$ cat src/tsic_pkg.sv
// Operation
// - Twenty request sources: five timers, three pins, converter, pulse unit, serial, six units, base, touch, comparator
// - Each source has its own priority bit selecting high or low level
// - Each external pin triggers on rising, falling or both edges, set per pin
// - Each source owns a request flag, enable bit, priority bit and vector
// - Global enable clear blocks every source regardless of its own enable
// - Pin 0 vectors to 0003H, polled first, auto-cleared on service, wakes from stop
// - Pin 1 vectors to 0013H, polled third, auto-cleared, wakes from stop
// - Serial 0023H, units 0-3 at 003BH/007BH/0083H/008BH, software clears, no wake
// - Converter vectors 0033H, polled seventh, software clears, no stop wake
// - Base tick vectors 004BH, polled tenth, auto-cleared, wakes from stop
// - Pin 2 vectors 0053H, polled eleventh, no visible flag, wakes from stop
// - Touch overflow vectors 005BH, polled twelfth, auto-cleared, no stop wake
// - Comparator vectors 0063H, polled thirteenth, software clears, wakes from stop
// - Equal priority: lower vector wins; high priority pre-empts running low handler
// - On acceptance CPU finishes instruction, saves PC, loads vector; return restores
package tsic_pkg;
  localparam int NUM_SRC = 20;
  localparam int IDX_W = 5;
  // Source index equals polling place minus one
  localparam int EXT0_IDX = 0;
  localparam int EXT1_IDX = 2;
  localparam int EXT2_IDX = 10;
  localparam logic [19:0] EXT_SRC_MASK = 20'h00405;
  // Flags cleared by hardware when the vector is taken
  localparam logic [19:0] HW_CLEAR_MASK = 20'h00e0f;
  // Sources able to wake the core from stop
  localparam logic [19:0] WAKE_MASK = 20'h01605;
  // Pin 2 has no software-visible flag
  localparam logic [19:0] VISIBLE_MASK = 20'hffbff;
  localparam logic [15:0] VEC_BASE = 16'h0003;
  localparam int VEC_STEP_SHIFT = 3;
  // Register byte offsets
  localparam logic [7:0] CTRL_OFS = 8'h00;
  localparam logic [7:0] ENABLE_OFS = 8'h04;
  localparam logic [7:0] PRIO_OFS = 8'h08;
  localparam logic [7:0] FLAG_OFS = 8'h0c;
  localparam logic [7:0] EXTCFG_OFS = 8'h10;
  localparam logic [7:0] STATUS_OFS = 8'h14;
  // Edge mode per pin: 00 falling, 01 rising, 1x both
  localparam logic [1:0] EDGE_FALL = 2'h0;
  localparam logic [1:0] EDGE_RISE = 2'h1;
  localparam logic [5:0] EXTCFG_RST = 6'h00;
  localparam logic CTRL_RST = 1'b0;
  localparam logic [19:0] ENABLE_RST = 20'h00000;
  localparam logic [19:0] PRIO_RST = 20'h00000;
  localparam logic [19:0] FLAG_RST = 20'h00000;
endpackage : tsic_pkg

$ cat src/tsic_controller.sv
`timescale 1ns/1ps
`default_nettype none
module tsic_controller (
  input wire logic ref_clk_i,
  input wire logic rst_i,
  // Avalon-MM slave
  input wire logic [7:0] avs_address_i,
  input wire logic avs_read_i,
  input wire logic avs_write_i,
  input wire logic [3:0] avs_byteenable_i,
  input wire logic [31:0] avs_writedata_i,
  output logic [31:0] avs_readdata_o,
  output logic avs_waitrequest_o,
  // Peripheral request pulses, pin positions ignored
  input wire logic [19:0] periph_req_i,
  input wire logic [2:0] ext_pin_irq_i,
  // CPU side
  input wire logic cpu_ack_i,
  input wire logic cpu_reti_i,
  output logic cpu_irq_o,
  output logic [15:0] cpu_vector_o,
  output logic stop_wake_o
);

  function automatic logic [5:0] first_set(input logic [19:0] v);
    logic [5:0] r;
    r = 6'h00;
    for (int i = tsic_pkg::NUM_SRC - 1; i >= 0; i--) begin
      if (v[i]) begin
        r = {1'b1, i[4:0]};
      end
    end
    return r;
  endfunction : first_set

  function automatic logic edge_hit(input logic [1:0] mode, input logic prev, input logic cur);
    logic r;
    r = 1'b0;
    if (mode == tsic_pkg::EDGE_FALL) begin
      r = prev & ~cur;
    end else if (mode == tsic_pkg::EDGE_RISE) begin
      r = ~prev & cur;
    end else begin
      r = prev ^ cur;
    end
    return r;
  endfunction : edge_hit

  function automatic logic [31:0] lane_mask(input logic [3:0] be);
    return {{8{be[3]}}, {8{be[2]}}, {8{be[1]}}, {8{be[0]}}};
  endfunction : lane_mask

  // Shared by the read and the write decode
  function automatic logic ofs_hit(input logic [7:0] a, input logic [7:0] ofs);
    return a == ofs;
  endfunction : ofs_hit

  logic gie_reg;
  logic [19:0] en_reg;
  logic [19:0] prio_reg;
  logic [19:0] flag_reg;
  logic [19:0] flag_next;
  logic [5:0] extcfg_reg;
  logic [2:0] pin_prev_reg;
  logic resp_reg;
  logic [31:0] rdata_reg;
  logic irq_reg;
  logic [4:0] sel_idx_reg;
  logic sel_hi_reg;
  logic [15:0] vec_reg;
  logic svc_hi_reg;
  logic svc_lo_reg;
  logic [4:0] act_idx_reg;
  logic wake_reg;

  // Next values, one per register
  logic gie_next;
  logic [19:0] en_next;
  logic [19:0] prio_next;
  logic [5:0] extcfg_next;
  logic [2:0] pin_prev_next;
  logic resp_next;
  logic [31:0] rdata_next;
  logic irq_next;
  logic [4:0] sel_idx_next;
  logic sel_hi_next;
  logic [15:0] vec_next;
  logic svc_hi_next;
  logic svc_lo_next;
  logic [4:0] act_idx_next;
  logic wake_next;

  // Fixed one wait state on every access
  wire bus_req = avs_read_i | avs_write_i;
  wire wr_do = avs_write_i & resp_reg;
  wire [31:0] wmask = avs_writedata_i & lane_mask(avs_byteenable_i);
  wire [31:0] keep = ~lane_mask(avs_byteenable_i);
  wire wr_ctrl = wr_do & ofs_hit(avs_address_i, tsic_pkg::CTRL_OFS);
  wire wr_en = wr_do & ofs_hit(avs_address_i, tsic_pkg::ENABLE_OFS);
  wire wr_prio = wr_do & ofs_hit(avs_address_i, tsic_pkg::PRIO_OFS);
  wire wr_flag = wr_do & ofs_hit(avs_address_i, tsic_pkg::FLAG_OFS);
  wire wr_ext = wr_do & ofs_hit(avs_address_i, tsic_pkg::EXTCFG_OFS);

  // Pin edges, each pin with its own mode
  wire pin0_hit = edge_hit(extcfg_reg[1:0], pin_prev_reg[0], ext_pin_irq_i[0]);
  wire pin1_hit = edge_hit(extcfg_reg[3:2], pin_prev_reg[1], ext_pin_irq_i[1]);
  wire pin2_hit = edge_hit(extcfg_reg[5:4], pin_prev_reg[2], ext_pin_irq_i[2]);
  wire [2:0] ext_hit = {pin2_hit, pin1_hit, pin0_hit};
  wire [19:0] set_vec = (periph_req_i & ~tsic_pkg::EXT_SRC_MASK)
    | (20'(ext_hit[0]) << tsic_pkg::EXT0_IDX)
    | (20'(ext_hit[1]) << tsic_pkg::EXT1_IDX)
    | (20'(ext_hit[2]) << tsic_pkg::EXT2_IDX);

  // Gating: global, then per source
  wire [19:0] pend = flag_reg & en_reg & {20{gie_reg}};
  wire [5:0] hi_pick = first_set(pend & prio_reg);
  wire [5:0] lo_pick = first_set(pend & ~prio_reg);
  // High level in service blocks all; low in service admits only high
  wire take_hi = hi_pick[5] & ~svc_hi_reg;
  wire take_lo = lo_pick[5] & ~svc_hi_reg & ~svc_lo_reg & ~hi_pick[5];
  wire [4:0] cand_idx = take_hi ? hi_pick[4:0] : lo_pick[4:0];
  // Vector = base + 8 * polling index
  wire [15:0] cand_vec = tsic_pkg::VEC_BASE
    + (16'(cand_idx) << tsic_pkg::VEC_STEP_SHIFT);
  wire take_ack = cpu_ack_i & irq_reg;
  wire [19:0] ack_onehot = take_ack ? (20'h00001 << sel_idx_reg) : 20'h00000;
  wire [19:0] hw_clr = ack_onehot & tsic_pkg::HW_CLEAR_MASK;
  wire [19:0] sw_clr = wr_flag
    ? (wmask[19:0] & tsic_pkg::VISIBLE_MASK & ~tsic_pkg::HW_CLEAR_MASK) : 20'h00000;

  wire [31:0] status_word = {24'h000000, wake_reg, svc_hi_reg, svc_lo_reg, act_idx_reg};
  // One-hot read selects; an unmapped offset leaves the word at zero
  wire rd_ctrl = ofs_hit(avs_address_i, tsic_pkg::CTRL_OFS);
  wire rd_en = ofs_hit(avs_address_i, tsic_pkg::ENABLE_OFS);
  wire rd_prio = ofs_hit(avs_address_i, tsic_pkg::PRIO_OFS);
  wire rd_flag = ofs_hit(avs_address_i, tsic_pkg::FLAG_OFS);
  wire rd_ext = ofs_hit(avs_address_i, tsic_pkg::EXTCFG_OFS);
  wire rd_stat = ofs_hit(avs_address_i, tsic_pkg::STATUS_OFS);
  wire [31:0] rd_mux =
    ({32{rd_ctrl}} & {31'h00000000, gie_reg})
    | ({32{rd_en}} & {12'h000, en_reg})
    | ({32{rd_prio}} & {12'h000, prio_reg})
    | ({32{rd_flag}} & {12'h000, flag_reg & tsic_pkg::VISIBLE_MASK})
    | ({32{rd_ext}} & {26'h0000000, extcfg_reg})
    | ({32{rd_stat}} & status_word);

  // New events win over any clear in the same cycle
  assign flag_next = (flag_reg & ~sw_clr & ~hw_clr) | set_vec;

  assign avs_waitrequest_o = bus_req & ~resp_reg;
  assign avs_readdata_o = rdata_reg;
  assign cpu_irq_o = irq_reg;
  assign cpu_vector_o = vec_reg;
  assign stop_wake_o = wake_reg;

  // Read data is captured in the wait cycle, so it stands when waitrequest drops
  assign resp_next = bus_req & ~resp_reg;
  assign rdata_next = (avs_read_i & ~resp_reg)
    ? rd_mux
    : rdata_reg;

  // Register writes land only in the answer cycle
  assign gie_next = (wr_ctrl & avs_byteenable_i[0])
    ? avs_writedata_i[0]
    : gie_reg;
  assign en_next = wr_en
    ? ((en_reg & keep[19:0]) | wmask[19:0])
    : en_reg;
  assign prio_next = wr_prio
    ? ((prio_reg & keep[19:0]) | wmask[19:0])
    : prio_reg;
  assign extcfg_next = (wr_ext & avs_byteenable_i[0])
    ? avs_writedata_i[5:0]
    : extcfg_reg;
  assign pin_prev_next = ext_pin_irq_i;

  // Offer is dropped the cycle after an ack so one offer is taken once
  assign irq_next = (take_hi | take_lo) & ~cpu_ack_i;
  assign sel_idx_next = cand_idx;
  assign sel_hi_next = take_hi;
  assign vec_next = cand_vec;
  // Wake ignores the global enable so a masked core can still leave stop
  assign wake_next =
    |(flag_next & en_reg & tsic_pkg::WAKE_MASK);

  // In-service levels; an ack wins over a return in the same cycle
  assign act_idx_next = take_ack
    ? sel_idx_reg
    : act_idx_reg;
  assign svc_hi_next = take_ack
    ? (svc_hi_reg | sel_hi_reg)
    : (svc_hi_reg & ~cpu_reti_i);
  assign svc_lo_next = take_ack
    ? (svc_lo_reg | ~sel_hi_reg)
    : (svc_lo_reg & ~(cpu_reti_i & ~svc_hi_reg));

  // Bus side registers
  always_ff @(posedge ref_clk_i or posedge rst_i) begin
    if (rst_i) begin
      resp_reg <= 1'b0;
    end else begin
      resp_reg <= resp_next;
    end
  end

  always_ff @(posedge ref_clk_i or posedge rst_i) begin
    if (rst_i) begin
      rdata_reg <= 32'h00000000;
    end else begin
      rdata_reg <= rdata_next;
    end
  end

  // Configuration registers
  always_ff @(posedge ref_clk_i or posedge rst_i) begin
    if (rst_i) begin
      gie_reg <= tsic_pkg::CTRL_RST;
    end else begin
      gie_reg <= gie_next;
    end
  end

  always_ff @(posedge ref_clk_i or posedge rst_i) begin
    if (rst_i) begin
      en_reg <= tsic_pkg::ENABLE_RST;
    end else begin
      en_reg <= en_next;
    end
  end

  always_ff @(posedge ref_clk_i or posedge rst_i) begin
    if (rst_i) begin
      prio_reg <= tsic_pkg::PRIO_RST;
    end else begin
      prio_reg <= prio_next;
    end
  end

  always_ff @(posedge ref_clk_i or posedge rst_i) begin
    if (rst_i) begin
      extcfg_reg <= tsic_pkg::EXTCFG_RST;
    end else begin
      extcfg_reg <= extcfg_next;
    end
  end

  // Request flags and pin history
  always_ff @(posedge ref_clk_i or posedge rst_i) begin
    if (rst_i) begin
      flag_reg <= tsic_pkg::FLAG_RST;
    end else begin
      flag_reg <= flag_next;
    end
  end

  // Reset low: a pin already high at release looks like a rise, which the reset falling mode ignores
  always_ff @(posedge ref_clk_i or posedge rst_i) begin
    if (rst_i) begin
      pin_prev_reg <= 3'h0;
    end else begin
      pin_prev_reg <= pin_prev_next;
    end
  end

  always_ff @(posedge ref_clk_i or posedge rst_i) begin
    if (rst_i) begin
      wake_reg <= 1'b0;
    end else begin
      wake_reg <= wake_next;
    end
  end

  // Offer registers
  always_ff @(posedge ref_clk_i or posedge rst_i) begin
    if (rst_i) begin
      irq_reg <= 1'b0;
    end else begin
      irq_reg <= irq_next;
    end
  end

  always_ff @(posedge ref_clk_i or posedge rst_i) begin
    if (rst_i) begin
      sel_idx_reg <= 5'h00;
    end else begin
      sel_idx_reg <= sel_idx_next;
    end
  end

  always_ff @(posedge ref_clk_i or posedge rst_i) begin
    if (rst_i) begin
      sel_hi_reg <= 1'b0;
    end else begin
      sel_hi_reg <= sel_hi_next;
    end
  end

  always_ff @(posedge ref_clk_i or posedge rst_i) begin
    if (rst_i) begin
      vec_reg <= 16'h0000;
    end else begin
      vec_reg <= vec_next;
    end
  end

  // In-service registers
  always_ff @(posedge ref_clk_i or posedge rst_i) begin
    if (rst_i) begin
      svc_hi_reg <= 1'b0;
    end else begin
      svc_hi_reg <= svc_hi_next;
    end
  end

  always_ff @(posedge ref_clk_i or posedge rst_i) begin
    if (rst_i) begin
      svc_lo_reg <= 1'b0;
    end else begin
      svc_lo_reg <= svc_lo_next;
    end
  end

  always_ff @(posedge ref_clk_i or posedge rst_i) begin
    if (rst_i) begin
      act_idx_reg <= 5'h00;
    end else begin
      act_idx_reg <= act_idx_next;
    end
  end

endmodule : tsic_controller
`default_nettype wire

$ cat config.mk
export PLATFORM = sky130hd
export DESIGN_NAME = tsic_controller
export DESIGN_NICKNAME = d
export VERILOG_FILES = /design/src/tsic_pkg.sv /design/src/tsic_controller.sv
export SDC_FILE = /design/constraint.sdc
export NUM_CORES = 1
export LEC_CHECK = 0
export BUFFER_PORTS_ARGS = -buffer_cell sky130_fd_sc_hd__buf_2
export CORE_MARGIN = 3
export CORE_UTILIZATION = 55
export CTS_CLUSTER_DIAMETER = 60
export DETAILED_ROUTE_END_ITERATION = 8
export PLACE_DENSITY = 0.81
export SYNTH_ARGS = -nofsm -noshare
export SYNTH_HDL_FRONTEND = slang
export SYNTH_SLANG_ARGS = --single-unit
$ cat constraint.sdc
create_clock -name ref_clk_i -period 3.3 [get_ports ref_clk_i]
set_input_delay 0.165 -clock ref_clk_i [delete_from_list [all_inputs] [get_ports ref_clk_i]]
set_output_delay 0.165 -clock ref_clk_i [all_outputs]
set_load 0.01 [all_outputs]
Word-level counts from Yosys, hierarchy flattened
Cells that the tools add are included.
Storage, ports and cells
  input bits: 73
  logic and storage cells: 159
  flip-flop bits (word level): 127
Cells by class
  eq/ne operators: 8
  shift-type cells: 1
  reductions and logical operators: 5
  muxes and demuxes: 51
  add/subtract/negate cells: 1
  bitwise operators: 77
Operators with widths (number)
  6-bit 2-to-1 mux: 40
  20-bit AND: 9
  32-bit OR: 5
  32-bit by 20-bit AND with 32-bit output: 3
  20-bit NOT: 3
  20-bit OR: 3
  32-bit by 1-bit AND with 32-bit output: 1
  32-bit by 6-bit AND with 32-bit output: 1
  32-bit by 8-bit AND with 32-bit output: 1
  1-bit AND: 25
  20-bit 2-to-1 mux: 1
  12-bit NOT with 20-bit output: 1
  20-bit by 1-bit OR with 20-bit output: 1
  20-bit by 11-bit OR with 20-bit output: 1
  20-bit by 3-bit OR with 20-bit output: 1
  8-bit by 4-bit equality test with 1-bit output, second input constant: 2
  8-bit by 5-bit equality test with 1-bit output, second input constant: 2
  1-bit NOT: 14
  13-bit AND: 1
  12-bit 2-to-1 mux: 1
  1-bit by 5-bit left shift with 12-bit output, first input constant: 1
  2-bit by 8-bit adder with 9-bit output, first input constant: 1
  8-bit by 3-bit equality test with 1-bit output, second input constant: 1
  8-bit zero test: 1
  7 further kinds: 23

Logic depth before layout (Yosys ltp)
Gate-level depths: netlist of the first run.
  depth after elaboration: 28
  gate-level depth with buffers: 8
  depth with buffers taken out: 8

Worst setup path before layout of the first run
OpenSTA, ideal clock, no wires.
  path type: input-to-reg
  start: input avs_address_i[0]
  end: register extcfg_reg[0]
  path buffers: 1
  path slack: 1.166 ns
  data arrival time: 2.009 ns
  required time: 3.175 ns
  stages: 6
  cells stage by stage: or4_4 > or3_4 > or2_2 > clkbuf_1 > nor2_4 > mux2_2
Between the ends
  word-level cells in the longest chain between the ends: 3
Ends and longest elaborated chain
  start: declaration: line tsic_controller.sv:7  | input wire logic [7:0] avs_address_i,
  8-bit by 5-bit equality test with 1-bit output: line tsic_controller.sv:55  | return a == ofs;
  1-bit AND: line tsic_controller.sv:102  | wire wr_ext = wr_do & ofs_hit(avs_address_i, tsic_pkg::EXTCFG_OFS);
  1-bit AND: line tsic_controller.sv:172  | assign extcfg_next = (wr_ext & avs_byteenable_i[0])
  end signal: assignment: line tsic_controller.sv:241  | extcfg_reg <= tsic_pkg::EXTCFG_RST;
  end signal: assignment: line tsic_controller.sv:243  | extcfg_reg <= extcfg_next;
  end: declaration: line tsic_controller.sv:63  | logic [5:0] extcfg_reg;
No other way between the ends.
A chain may end at the register's enable or synchronous reset.

Worst setup path in the final report of the first run
  start: register gie_reg
  end: register sel_idx_reg[1]
Between the ends
  word-level cells in the longest chain between the ends: 24
  elaborated cells on any way between the ends: 45
  those cells by class: 41 x mux; 4 x bitwise
Ends and longest elaborated chain
  start: declaration: line tsic_controller.sv:58  | logic gie_reg;
  start signal: assignment: line tsic_controller.sv:217  | gie_reg <= tsic_pkg::CTRL_RST;
  start signal: assignment: line tsic_controller.sv:219  | gie_reg <= gie_next;
  20-bit AND *: line tsic_controller.sv:115  | wire [19:0] pend = flag_reg & en_reg & {20{gie_reg}};
  20-bit AND: line tsic_controller.sv:116  | wire [5:0] hi_pick = first_set(pend & prio_reg);
  6-bit 2-to-1 mux (20 in a row): line tsic_controller.sv:29  | if (v[i]) begin
  1-bit AND: line tsic_controller.sv:119  | wire take_hi = hi_pick[5] & ~svc_hi_reg;
  5-bit 2-to-1 mux *: line tsic_controller.sv:121  | wire [4:0] cand_idx = take_hi ? hi_pick[4:0] : lo_pick[4:0];
  via cand_idx[1]: line tsic_controller.sv:121
  end signal: assignment: line tsic_controller.sv:286  | sel_idx_reg <= sel_idx_next;
  end: declaration: line tsic_controller.sv:68  | logic [4:0] sel_idx_reg;
The timed path passes the listed nets; every way through them passes the cells marked *.

==> impl_metrics.ini, run 1 <==
[clocking]
clock-sinks = 107
clk_pin_slew_ps = 100
htree_levels = 3
cts_tree = yes
insertion_delay_ps = 390
ctsResizeCount = 0
cts-root-buf = clkbuf_8
cts_buffers = 9
clk_path_buf_depth = 2

[pwr]
p_per_area_nw_per_um2 = 353.4
vdd_drop_max_mv = 0.2676
power_leakage_uw = 0.003178

[worst_setup_path]
worstPathCellList = buf_4 > nand4_1 > nand2_1 > nor4_1 > a21oi_1 > nor2_1 > mux2i_1
critPathArrivalTime_ps = 2960
critPathMaxFanout = 30
cpPeakStageDelay_ps = 750
worstPathRequired_ps = 3610
cp_slowest_cell = dfrtp_1
ff2ff_setup_slack_ps = 660
startpoint = gie_reg
setup.worst_path.end_class = flip-flop
r2r_start = gie_reg
r2r-end = sel_idx_reg[1]
critical_path_class = flip-flop to flip-flop
start_kind = flip-flop
reg2reg_depth = 7

[sta]
max_slew_margin = 0.3693
min_period_ps = 2643
fin_tns_setup_ps = 0
setup_viol = 0
rsz0062_at_grt = no
hold_violations = 0
fin_skew_ps = 7.940
min_period_over_period = 0.8009
max_freq_mhz = 378.3
report.final.slew_viol_count = 0
worstMarginPinSlew_ps = 946.0

[global_routing]
grt_max_degree = 68
grtUsageMet1 = 0.3765
busiest_layer = met2
grtUsageTotal = 0.2619
use_met3 = 0.06599
grt_antenna_before_repair = 0
grt_pass1_wl_um = 23050
grt_pass1_vias = 4370
grt.overflow.total = 0
met2_usage = 0.4017

[floorplanning]
rows = 36
die_area_um2 = 11540
io_pins = 124
die_x_um = 107.4
die_height_um = 107.4
coreArea_um2 = 9910
initial_core_util = 0.5712

[route]
drtIter0Drc = 305
drt_pass1_iterations = 5
wl_per_cell_um = 18.19
ant_nets = 0
drc = 0
via_per_inst = 5.858
drt_wl_total_um = 14370
vias = 4628

[synthesis]
yosys_warnings = 0
synth_cell_types = 55
synthXorXnorAreaFrac = 0
syn_inst = 549
synth-edff-count = 0
synthArstFlopShare = 1.000
synth_compound_area_frac = 0.1278
syn-cell-area_um2 = 5660
ys_ff_latch = 107
synth_area_per_cell_um2 = 10.31
synth_top_family_by_area = simple AND/OR/NAND/NOR gates
seq_area_frac_synth = 0.4730
yosys_most_used_dff = dfrtp_1
yosys.area_share.adder = 0.01326
synth_simple_gate_area_share = 0.1815
muxShareOfSynthArea = 0.1514

[cells_and_area]
diodes = 0
area_growth_pct = 15.38
n_fill_cell = 796
drive_gt1_frac = 0.2588
nNetsFinal = 732
fin_area_um2 = 6531

[place]
io_buffer_count = 86
place_congestion = 0.9000
placed_area_um2 = 6147
hpwl_um = 10860

[hold_path]
hold_depth = 2
hp-start = avs_writedata_i[12]
hp-class = primary input to flip-flop

[job]
drv_cap = 0

[outcome]
outcome = finished clean
[repair_timing]
action	4_1_cts	5_1_grt
setup buffers	0	0
hold endpoints to repair	84	0
hold buffers	20	0
[how the worst max path moves through the flow]
stage / endpoint / slack, ps / cells after the start
4_1_cts: sel_idx_reg[2] / 650 / 7
3_5_place_dp: sel_idx_reg[2] / 680 / 7
5_1_grt: sel_idx_reg[1] / 430 / 7
6_report: sel_idx_reg[1] / 660 / 7
3_3_place_gp: sel_idx_reg[2] / 660 / 6
2_1_floorplan: asynchronous set/reset pin / 320 / 1
[where the power goes]
part           switching, µW  internal [µW]
registers               16.6           1320
clock network            441            347
logic                    105           74.3
total                    562           1750
[synth_stat cells, types with 3 or more instances]
library cell / number / area (µm²)
nand4_1: 21 / 131.4
inv_1: 14 / 52.55
nor2_1: 44 / 165.2
and2_1: 3 / 18.77
a21o_1: 17 / 127.6
a31oi_1: 5 / 31.28
o31ai_1: 4 / 30.03
nand2b_1: 3 / 18.77
a21oi_1: 27 / 135.1
a221o_1: 3 / 30.03
buf_4: 24 / 180.2
nand3b_1: 3 / 22.52
o22ai_1: 7 / 43.79
clkbuf_1: 14 / 52.55
o21ai_0: 31 / 155.2
nor4_1: 4 / 25.02
and4b_1: 6 / 60.06
ha_1: 6 / 75.07
a211oi_1: 3 / 22.52
nand4b_1: 13 / 113.9
nand2_1: 55 / 206.5
dfrtp_1: 107 / 2678
a22oi_1: 3 / 22.52
nand3_1: 13 / 65.06
mux2_2: 53 / 596.8
mux2i_1: 26 / 260.3
[critical path: cells and delay by family, from the launching register on]
kind	cells	cell delay, ps
and+or+nand+nor	4	1050
muxes	1	230
DFF	1	750
AOI/OAI and AO/OA	1	160
buffers and inverters	1	370
[cell families after synthesis]
logic type | count (synthesis)
multiplexers | 79
AO/OA/AOI/OAI | 115
AND/OR/NAND/NOR | 186
adder cells (fa/ha/maj) | 6
buffers and inverters | 54
flip-flops | 107
other | 2
[layer usage]
| metal | routed length, µm | part of all wire |
|---|---|---|
| met1 | 6545 | 0.46 |
| met2 | 6604 | 0.46 |
| met3 | 1059 | 0.074 |
| met4 | 159 | 0.011 |
| met5 | 0 | 0 |
[through the flow]
stage / utilization / power (µW) / cells / setup WS (ps) / hold WS (ps)
after floorplan: - / 1474 / 569 / 317.8 / 196.4
after global placement: 0.6203 / 1522 / 755 / 661.1 / 301.6
after detailed placement: 0.6203 / 1528 / 755 / 684.9 / 312.4
after CTS: 0.6591 / 2327 / 790 / 647.4 / 7.499
after global routing: 0.6591 / 2409 / 790 / 433.3 / 16.63
final: 0.6591 / 2308 / 790 / 656.9 / 30.76
[layout by cell type, fill, tap and decap left out, types with 3 or more instances in the layout]
| cell type | netlist | layout |
|---|---|---|
| o31ai_1 | 4 | 4 |
| nand4_1 | 21 | 21 |
| a21o_1 | 17 | 17 |
| buf_4 | 24 | 7 |
| buf_2 | 0 | 86 |
| o22ai_1 | 7 | 7 |
| conb_1 | 2 | 22 |
| nor4_1 | 4 | 4 |
| nand2b_1 | 3 | 3 |
| dlygate4sd3_1 | 0 | 20 |
| mux2i_1 | 26 | 26 |
| nand3_1 | 13 | 13 |
| dfrtp_1 | 107 | 107 |
| a211oi_1 | 3 | 3 |
| ha_1 | 6 | 6 |
| inv_1 | 14 | 13 |
| nand2_1 | 55 | 55 |
| mux2_2 | 53 | 53 |
| clkbuf_8 | 0 | 9 |
| and2_1 | 3 | 3 |
| nand4b_1 | 13 | 13 |
| clkinvlp_4 | 0 | 3 |
| and4b_1 | 6 | 6 |
| a22oi_1 | 3 | 3 |
| a31oi_1 | 5 | 5 |
| a21oi_1 | 27 | 27 |
| a221o_1 | 3 | 3 |
| nor2_1 | 44 | 44 |
| nand3b_1 | 3 | 3 |
| o21ai_0 | 31 | 31 |
[layout make-up]
class	count	area [µm²]	area share
clock buffers	11	131.4	0.02011
flip-flops and latches	107	2678	0.4100
inverters	14	55.05	0.008429
clock inverters	4	52.55	0.008046
repair buffers	113	683.2	0.1046
multi-input cells	408	2765	0.4234
well taps	133	166.4	0.02548
Power figures use the tool's default switching activity.
==> run 2: changes to the inputs <==
- ABC_AREA: not set -> 1
- CORE_UTILIZATION: 55 -> 50
- PLACE_DENSITY: 0.81 -> 0.77
- clock period: 3.3 -> 2.1 ns (I/O delays scaled with it)
==> run 2 against run 1 <==
Against the previous run:
- register-to-register slack got worse by 490 ps
- worst setup slack worse by 490 ps
- sequential power up 61%
- clock-buffer cell count is 1 lower
- combinational power increased by 110%
- flip-flop and latch count is the same
- wire length increased by 0.42%
- the run now ends with negative hold slack left
- largest cell class is now registers
==> impl_metrics.ini, run 2 <==
[outcome]
outcome = complete, but fails checks
violations = negative hold slack

[worst_setup_path]
setup.worst_path.end_class = flip-flop
reg2reg_depth = 13
start_kind = flip-flop
r2r_start = gie_reg
startpoint = gie_reg
ff2ff_setup_slack_ps = 160
r2r-end = sel_idx_reg[2]
critPathArrivalTime_ps = 2180
worstPathRequired_ps = 2350
critPathMaxFanout = 15
critical_path_class = flip-flop to flip-flop
crit_end = sel_idx_reg[2]

[cells_and_area]
diodes = 0
drive_gt1_frac = 0.1925
area_growth_pct = 19.37
nNetsFinal = 926
layout_common_cells = nand2_1 (167), inv_1 (117), dfrtp_1 (107)
final_common_cell = nand2_1

[sta]
rsz0062_at_grt = yes
max_freq_mhz = 516.6
fin_skew_ps = 8.166
report.final.slew_viol_count = 0
min_period_over_period = 0.9219
max_slew_margin = 0.6132
min_period_ps = 1936
setup_ws_ps = 164.1
hold_violations = 1
worstMarginPinSlew_ps = 580.1
setup_viol = 0
hold_ws_ps = -0.7749

[place]
hpwl_um = 10650
place_congestion = 0.9266
io_buffer_count = 86
dp_slack_ps = 206.8

[synthesis]
seq_area_frac_synth = 0.4647
yosys_warnings = 0
synth_area_per_cell_um2 = 7.893
synth_cell_types = 37
syn_inst = 730
synth.area.top_cells = dfrtp_1 (46%), nand2_1 (11%), inv_1 (7.7%), o21ai_0 (6.3%), nor2_1 (4.8%)
yosys.area.top_type_share = 0.4647
syn-cell-area_um2 = 5762
yosysTopAreaCell = dfrtp_1
synth_common_cells = nand2_1 (167), inv_1 (118), dfrtp_1 (107)
synth-edff-count = 0
synthArstFlopShare = 1.000
ys_ff_latch = 107
synthMostInstantiatedCell = nand2_1
yosys_most_used_dff = dfrtp_1

[floorplanning]
die_height_um = 113.3
initial_core_util = 0.5223
io_pins = 124
die_area_um2 = 12850
die_x_um = 113.3
rows = 38
coreArea_um2 = 11030

[route]
via_per_inst = 5.118
vias = 5077
drt_pass1_iterations = 4
wl_per_cell_um = 14.54
ant_nets = 0
drtIter0Drc = 393
drt_wl_total_um = 14430
drc = 0

[global_routing]
grt_max_degree = 107
grtUsageTotal = 0.2304
grt_pass1_wl_um = 23740
grt.overflow.total = 0
grt_pass1_vias = 4841
grt_antenna_before_repair = 0

[job]
drv_cap = 0

[clocking]
clk_pin_slew_ps = 70
htree_levels = 3
cts-root-buf = clkbuf_16
clk_path_buf_depth = 2
cts_buffers = 9
clock-sinks = 107
cts_setup_buffers = 0
cts_tree = yes
insertion_delay_ps = 350

[pwr]
finalPower_uw = 4405
p_per_area_nw_per_um2 = 640.5
vdd_drop_max_mv = 0.3302
power_leakage_uw = 0.003317

[hold_path]
hp-class = primary input to flip-flop
## run 2: changes by cell type after synthesis, sizes merged, moves of 25 or more
cell,before,now
nor2,46,86
nand2,55,169
mux2,53,3
o21ai,32,86
inv,14,123
mux2i,26,1
## run 2: worst min path at each step
stage | endpoint | cells past startpoint | start
finish | flag_reg[9] | 3 | periph_req_i[9]
global route | flag_reg[9] | 3 | periph_req_i[9]
CTS | flag_reg[9] | 3 | periph_req_i[9]
detailed placement | cpu_vector_o[1] | 2 | rst_i
global placement | cpu_vector_o[1] | 2 | rst_i
floorplan | pin_prev_reg[0] | 0 | ext_pin_irq_i[0]
## run 2: layout make-up
| class | count | area (µm²) |
|---|---|---|
| Clock buffer | 10 | 239.0 |
| Multi-Input combinational cell | 480 | 2422 |
| Clock inverter | 6 | 97.59 |
| Fill cell | 1012 | 4153 |
| Sequential cell | 107 | 2678 |
| Inverter | 123 | 465.4 |
| Timing Repair Buffer | 126 | 800.8 |
| Tap cell | 140 | 175.2 |
## run 2: cells by family after synthesis
kind of cell               synth area share
and+or+nand+nor                      0.2423
buffers and inverters                0.1279
AOI/OAI and AO/OA                    0.1431
DFF                                  0.4647
adders and majority gates           0.01303
muxes                              0.007600
other                              0.001303
## run 2: stage by stage
stage / TNS, ps / cells / cell area, µm² / util / hold WS [ps]
6_report: 0 / 992 / 6878 / 0.6235 / -0.7749
5_1_grt: -36.67 / 992 / 6878 / 0.6235 / 6.783
4_1_cts: 0 / 992 / 6878 / 0.6235 / 3.885
3_5_place_dp: 0 / 953 / 6311 / 0.5721 / -13.21
3_3_place_gp: 0 / 953 / 6311 / 0.5721 / -16.87
2_1_floorplan: 0 / 750 / 5841 / - / 136.4
## run 2: routing by layer
layer,vias to the layer above,part of all wire,GRT usage
li1,2523,-,-
met1,2341,0.45,0.3206
met5,-,0,0
met2,184,0.47,0.3760
met3,29,0.063,0.02888
met4,0,0.024,0.07612
## run 2: critical path: stages (launching register included)
cell	delay [ps]
dfrtp_1	350
buf_4	260
nand3_2	110
nor2_1	190
nor2_1	100
nand2_2	100
nor2_1	60
nand2_2	80
nor2_2	50
nor2_4	130
inv_2	80
nor2_2	130
nand3_1	100
o32ai_2	100
## run 2: timing repair
item                                   in CTS  in global routing
gates resized for setup                     0                  0
hold buffers                               23                  0
endpoints found under the hold margin     130                  0
setup endpoints to repair                   0                  2
## run 2: report_power, final
part | internal [µW] | switching, µW
Combinational | 152 | 227
Sequential | 2120 | 39.7
Clock | 1090 | 778
Total | 3360 | 1040
